$ cat src/shared/tirq_pkg.sv
// Package: register map, field layout and carrier types of the timer interrupt flag block
package tirq_pkg;

	// ----------------------------------------
	// Register map (byte addresses)
	// ----------------------------------------
	localparam logic [11:0] TIRQ_ENABLE_OFF  = 12'h000;
	localparam logic [11:0] TIRQ_STATUS_OFF  = 12'h004;
	localparam logic [11:0] TIRQ_FUNC_OFF    = 12'h008;

	// ----------------------------------------
	// Field positions
	// ----------------------------------------
	localparam int TIRQ_WRAP_BIT   = 7;
	localparam int TIRQ_CHAN_D_BIT = 3;
	localparam int TIRQ_CHAN_C_BIT = 2;
	localparam int TIRQ_CHAN_B_BIT = 1;
	localparam int TIRQ_CHAN_A_BIT = 0;

	// Bits 6..4 unimplemented, read as 1
	localparam logic [7:0] TIRQ_RSVD_MASK  = 8'h70;
	localparam logic [7:0] TIRQ_IMPL_MASK  = 8'h8F;
	localparam logic [7:0] TIRQ_EN_RESET   = 8'h00;
	localparam logic [7:0] TIRQ_ST_RESET   = 8'h00;
	localparam logic [3:0] TIRQ_FUNC_RESET = 4'h0;
	localparam logic [15:0] TIRQ_COUNT_MAX = 16'hFFFF;
	localparam logic [15:0] TIRQ_COUNT_MIN = 16'h0000;

	// ----------------------------------------
	// Carrier types
	// ----------------------------------------
	typedef struct packed {
		logic       psel;
		logic       penable;
		logic       pwrite;
		logic [11:0] paddr;
		logic [31:0] pwdata;
	} tirq_apb_req_t;

	// Per channel: index 3 = D ... 0 = A
	typedef struct packed {
		logic [15:0] timer_count;
		logic [3:0]  compare_equal;
		logic [3:0]  capture_strobe;
	} tirq_timer_evt_t;

	typedef struct packed {
		logic [7:0] enable;
		logic [7:0] status;
		logic [7:0] armed;
		logic [3:0] capture_select;
		logic [15:0] prev_count;
		logic       count_valid;
	} tirq_state_t;

endpackage

$ cat src/tirq_flags.sv
// Timer interrupt enable and status flags with APB register access
`timescale 1ns/10ps

// How it works
// Wrap request needs enable bit 7 and flag
// Channel D request needs enable bit 3
// Channel C request needs enable bit 2
// Channel B request needs enable bit 1
// Channel A request needs enable bit 0
// Bits 6 to 4 read one, ignore writes
// Counter wrap FFFF to 0000 sets bit 7
// Wrap flag cleared by read-one then write-zero
// Compare equal D sets bit 3
// Capture into D sets bit 3
// Channel D cleared by read-one then write-zero
// Compare equal C sets bit 2
// Capture into C sets bit 2
// Channel C cleared by read-one then write-zero
// Compare equal B sets bit 1
// Capture into B sets bit 1
// Channel B cleared by read-one then write-zero
// Compare equal A sets bit 0
// Capture into A sets bit 0
// Channel A cleared by read-one then write-zero
// Select bit 0 compare, 1 capture
// Enables and flags zero after reset
module tirq_flags (
	input  wire logic                      pclk,
	input  wire logic                      presetn,
	input  wire logic                      psel,
	input  wire logic                      penable,
	input  wire logic                      pwrite,
	input  wire logic [11:0]               paddr,
	input  wire logic [31:0]               pwdata,
	input  wire logic [3:0]                pstrb,
	output logic      [31:0]               prdata,
	output logic                           pready,
	output logic                           pslverr,
	input  wire tirq_pkg::tirq_timer_evt_t timer_evt,
	output logic                           overflow_irq_req,
	output logic                           chan_d_irq_req,
	output logic                           chan_c_irq_req,
	output logic                           chan_b_irq_req,
	output logic                           chan_a_irq_req
);

	// ----------------------------------------
	// Helpers
	// ----------------------------------------
	function automatic logic [31:0] read_byte(input logic [7:0] v);
		read_byte = {24'h000000, v};
	endfunction

	tirq_pkg::tirq_state_t state_reg;
	tirq_pkg::tirq_state_t state_next;

	logic        acc;
	logic        wr;
	logic        rd;
	logic        hit_en;
	logic        hit_st;
	logic        hit_fn;
	logic [7:0]  set_evt;
	logic [3:0]  cmp_gate;
	logic [3:0]  cap_gate;
	logic [7:0]  st_view;

	// ----------------------------------------
	// Bus decode
	// ----------------------------------------
	assign acc     = psel & penable;
	assign wr      = acc & pwrite & pstrb[0];
	assign rd      = acc & ~pwrite;
	assign hit_en  = (paddr == tirq_pkg::TIRQ_ENABLE_OFF);
	assign hit_st  = (paddr == tirq_pkg::TIRQ_STATUS_OFF);
	assign hit_fn  = (paddr == tirq_pkg::TIRQ_FUNC_OFF);
	assign pready  = 1'b1;
	assign pslverr = acc & ~(hit_en | hit_st | hit_fn);

	// ----------------------------------------
	// Event sources
	// ----------------------------------------
	// Compare counts only in compare mode, capture only in capture mode
	assign cmp_gate = timer_evt.compare_equal & ~state_reg.capture_select;
	assign cap_gate = timer_evt.capture_strobe & state_reg.capture_select;
	always_comb begin
		set_evt = 8'h00;
		// Wrap seen as previous max followed by zero
		set_evt[tirq_pkg::TIRQ_WRAP_BIT] = state_reg.count_valid
			& (state_reg.prev_count == tirq_pkg::TIRQ_COUNT_MAX)
			& (timer_evt.timer_count == tirq_pkg::TIRQ_COUNT_MIN);
		set_evt[3:0] = cmp_gate | cap_gate;
	end

	assign st_view = state_reg.status | tirq_pkg::TIRQ_RSVD_MASK;

	// ----------------------------------------
	// Next state
	// ----------------------------------------
	always_comb begin
		state_next = state_reg;
		state_next.prev_count  = timer_evt.timer_count;
		state_next.count_valid = 1'b1;
		if (wr && hit_en) begin
			state_next.enable = pwdata[7:0] & tirq_pkg::TIRQ_IMPL_MASK;
		end
		if (wr && hit_fn) begin
			state_next.capture_select = pwdata[3:0];
		end
		// Arm a flag when read as one; only armed bits may clear
		if (rd && hit_st) begin
			state_next.armed = state_reg.armed | state_reg.status;
		end
		if (wr && hit_st) begin
			state_next.status = state_reg.status & ~(state_reg.armed & ~pwdata[7:0]);
			state_next.armed  = 8'h00;
		end
		// A new event beats a clear in the same cycle
		state_next.status = (state_next.status | set_evt) & tirq_pkg::TIRQ_IMPL_MASK;
	end

	always_ff @(posedge pclk or negedge presetn) begin
		if (!presetn) begin
			state_reg.enable         <= tirq_pkg::TIRQ_EN_RESET;
			state_reg.status         <= tirq_pkg::TIRQ_ST_RESET;
			state_reg.armed          <= 8'h00;
			state_reg.capture_select <= tirq_pkg::TIRQ_FUNC_RESET;
			state_reg.prev_count     <= 16'h0000;
			state_reg.count_valid    <= 1'b0;
		end else begin
			state_reg <= state_next;
		end
	end

	// ----------------------------------------
	// Read data and requests
	// ----------------------------------------
	always_comb begin
		prdata = 32'h00000000;
		if (hit_en) begin
			prdata = read_byte(state_reg.enable | tirq_pkg::TIRQ_RSVD_MASK);
		end else if (hit_st) begin
			prdata = read_byte(st_view);
		end else if (hit_fn) begin
			prdata = {28'h0000000, state_reg.capture_select};
		end
	end

	assign overflow_irq_req = state_reg.enable[tirq_pkg::TIRQ_WRAP_BIT] & state_reg.status[tirq_pkg::TIRQ_WRAP_BIT];
	assign chan_d_irq_req = state_reg.enable[tirq_pkg::TIRQ_CHAN_D_BIT] & state_reg.status[tirq_pkg::TIRQ_CHAN_D_BIT];
	assign chan_c_irq_req = state_reg.enable[tirq_pkg::TIRQ_CHAN_C_BIT] & state_reg.status[tirq_pkg::TIRQ_CHAN_C_BIT];
	assign chan_b_irq_req = state_reg.enable[tirq_pkg::TIRQ_CHAN_B_BIT] & state_reg.status[tirq_pkg::TIRQ_CHAN_B_BIT];
	assign chan_a_irq_req = state_reg.enable[tirq_pkg::TIRQ_CHAN_A_BIT] & state_reg.status[tirq_pkg::TIRQ_CHAN_A_BIT];

endmodule

$ cat config.mk
export PLATFORM = sky130hd
export DESIGN_NAME = tirq_flags
export DESIGN_NICKNAME = d
export VERILOG_FILES = /design/src/shared/tirq_pkg.sv /design/src/tirq_flags.sv
export SDC_FILE = /design/constraint.sdc
export NUM_CORES = 1
export LEC_CHECK = 0
export ABC_CLOCK_PERIOD_IN_PS = 2200
export BUFFER_PORTS_ARGS = -buffer_cell sky130_fd_sc_hd__buf_2
export CORE_AREA = 5 5 102 56
export CTS_BUF_LIST = sky130_fd_sc_hd__clkbuf_8
export DETAILED_ROUTE_END_ITERATION = 6
export DIE_AREA = 0 0 107 61
export PLACE_DENSITY = 0.8
export SLEW_MARGIN = 5
export SYNTH_ARGS = -nofsm -noshare
export SYNTH_HDL_FRONTEND = slang
export SYNTH_SLANG_ARGS = --single-unit
$ cat constraint.sdc
create_clock -name pclk -period 2.2 [get_ports pclk]
set_input_delay 0.44 -clock pclk [delete_from_list [all_inputs] [get_ports pclk]]
set_output_delay 0.44 -clock pclk [all_outputs]
set_load 0.01 [all_outputs]
==> impl_metrics.py <==
metrics = {
    "yosys": {
        "synth.area.mux_share_pct": 8.25,
        "ys_types": 30,
        "synth_top_area_share_pct": 49.1,
        "yosysMostFrequentCell": "dfrtp_1",
        "synth_xor_area_share_pct": 0,
        "ys_ff_latch": 36,
        "synth.area.top_cells": "dfrtp_1 (49%), buf_4 (11%), mux2_2 (5.5%)",
        "avgSynthCellArea_um2": 11.0,
        "yosysSeqAreaShare_pct": 49.1,
        "yosys.area_share.simple_pct": 22.8,
        "yosys.area.top_type": "dfrtp_1",
        "synth-async-reset-ratio_pct": 100,
        "synth_top_family_by_area": "simple AND/OR/NAND/NOR gates",
        "synthAdderAreaFrac_pct": 0,
        "netlist_area_um2": 1830,
        "synth_common_cells": "dfrtp_1 (36), buf_4 (27), a21oi_1 (14)",
        "synthCells": 167,
        "yosys_most_used_dff": "dfrtp_1",
        "yosys_warnings": 0,
        "synth_compound_area_share_pct": 7.09,
        "synth_edf_count": 0,
    },
    "power": {
        "power_mw": 1.28,
        "p_per_area_nw_per_um2": 534,
        "leakage_nw": 1.10,
        "ir_worst_vdd_uv": 291,
    },
    "critical_path": {
        "required_ns": 1.76,
        "crit_buf_inv": 3,
        "cp_top_family": "simple AND/OR/NAND/NOR gates",
        "r2r-end": "st_view[7]",
        "slowest_stage": "or4_4",
        "r2r_slack_ns": 0.99,
        "r2r-start": "state_reg[16]",
        "crit_path_cell_trace": "buf_6, or4_4, nor4_4, buf_4, a22oi_2, a21oi_2, buf_2",
        "cp.depth": 7,
        "crit_type": "primary input to output port",
        "max_stage_delay_ns": 0.58,
        "reg2reg_depth": 4,
        "critPathMaxFanout": 4,
        "cp_data_arrival_time_ns": 1.99,
        "end_kind": "output port",
        "worstSetupStartpointType": "primary input",
    },
    "placed_design": {
        "place_congestion": 0.749,
        "post_dp_cell_area_um2": 2210,
        "place_inst": 296,
        "post-dp-hpwl_um": 3450,
        "portBuffers": 60,
        "place_ws_ns": -0.254,
    },
    "timing": {
        "drv_slew": 0,
        "slew_headroom_pct": 48.1,
        "tightest_slew_ns": 0.779,
        "holdWs_ns": 0.226,
        "setup_viol": 9,
        "rsz0062_at_grt": "true",
        "clock.fmax_mhz": 412,
        "tns_ns": -1.61,
        "fin_crit_sh_pct": 110,
        "fin_crit_ns": 2.43,
        "fin_ws_ns": -0.226,
        "fin_worst_skew_ns": 0.0114,
        "final-hold-violation-count": 0,
    },
    "routing": {
        "drt_iter0_markers": 80,
        "num_vias": 1418,
        "viasPerCell": 4.63,
        "drcViolationCount": 0,
        "wl_per_cell_um": 14.4,
        "drt_first_pass_iters": 4,
        "ant_nets": 0,
        "totalWireLength_um": 4400,
    },
    "floorplanning": {
        "die_x_um": 107,
        "rows": 18,
        "die_h_um": 61,
        "core_um2": 4730,
        "die_area_um2": 6530,
        "pin_count": 116,
        "start_util_pct": 38.8,
    },
    "cts": {
        "cts_tree": "done",
        "numCtsBuffers": 5,
        "path_clk_slew_ns": 0.08,
        "clkSinkCount": 36,
        "cts_buffer_depth": 2,
        "cts_root_buffer": "clkbuf_8",
        "hold_buffers": 0,
        "clock_latency_ns": 0.29,
        "htree_num_levels": 2,
    },
    "run_status": {
        "outcome": "finished, violations left",
        "violations": "negative setup slack",
    },
    "layout": {
        "area_growth_pct": 30.8,
        "nFillCells": 430,
        "design_area_um2": 2400,
        "drive_above_1_share_pct": 45.1,
        "largest_reg_flops": 31,
        "stdcell_count": 306,
        "layout.nets": 322,
        "post-route-util_pct": 50.7,
        "n_antenna_cell": 0,
    },
    "global_route": {
        "grtUsageTotal_pct": 13.5,
        "grt_overflow_total": 0,
        "grt_max_degree": 37,
        "grt_pass1_wl_um": 6640,
        "grt_pass1_vias": 1354,
        "antenna_found_initial": 0,
    },
    "run": {
        "maxCapViolCount": 0,
    },
    "hold_path": {
        "hold_path_class": "primary input to asynchronous set/reset pin",
    },
}
## cell type report
| type | count | area, um^2 | share of cell area, % |
|---|---|---|---|
| sequential | 36 | 901 | 37.5 |
| multi-input combinational | 122 | 847 | 35.3 |
| timing repair buffer | 76 | 469 | 19.6 |
| tap | 60 | 75.1 | 3.13 |
| clock buffer | 5 | 68.8 | 2.87 |
| clock inverter | 3 | 23.8 | 0.991 |
| inverter | 4 | 15.0 | 0.626 |
## layer usage
layer / vias to the layer above / GRT usage [%] / routed length [um]
li1: 692 / - / -
met1: 672 / 18.8 / 2050
met2: 48 / 20.2 / 1990
met3: 6 / 4.25 / 292
met4: 0 / 4.37 / 67
met5: - / 0 / 0
## layout by cell type, fill, tap and decap left out
| cell | instances |
|---|---|
| a21oi_1 | 10 |
| buf_4 | 13 |
| nand4b_1 | 1 |
| a22oi_2 | 3 |
| nand2_1 | 10 |
| nor2b_4 | 1 |
| a22oi_1 | 1 |
| nand2b_1 | 10 |
| nor4_4 | 4 |
| and3_1 | 1 |
| or4_4 | 2 |
| inv_1 | 4 |
| nand3b_1 | 1 |
| nor4b_1 | 3 |
| and2b_4 | 1 |
| and2_1 | 5 |
| o21ai_0 | 6 |
| nor4_1 | 4 |
| nor3_1 | 1 |
| clkinvlp_4 | 2 |
| dfrtp_1 | 36 |
| nor3_2 | 2 |
| and4_1 | 2 |
| nand3_1 | 2 |
| buf_6 | 9 |
| nor2_1 | 1 |
| clkinv_4 | 1 |
| clkbuf_8 | 5 |
| or2_2 | 1 |
| buf_2 | 54 |
| conb_1 | 26 |
| mux2i_1 | 5 |
| mux2_2 | 9 |
| a21oi_2 | 4 |
| nand4_1 | 5 |
| or4_1 | 1 |
## how the worst max path moves through the flow
stage / from / slack [ns] / endpoint
after global placement: paddr[11] / -0.26 / prdata[1]
after global routing: paddr[10] / -0.31 / prdata[3]
after CTS: paddr[4] / -0.21 / prdata[2]
final: paddr[10] / -0.23 / prdata[3]
after detailed placement: paddr[11] / -0.25 / prdata[1]
after floorplan: paddr[0] / -0.14 / prdata[0]
## where the power goes
group | internal, mW | switching (mW)
registers | 0.677 | 0.00441
logic | 0.0522 | 0.0758
clock network | 0.224 | 0.248
## logic make-up after synthesis
group | Yosys count
simple gates | 58
buf+inv | 33
flops | 36
compound gates | 24
mux | 14
other cells | 2
## timing repair
action / CTS / global route
pin swaps: 7 / 2
resized for setup: 13 / 2
cloned: 0 / 0
buffers inserted: 1 / 1
endpoints found under the setup margin: 9 / 9
Power figures use the tool's default switching activity.
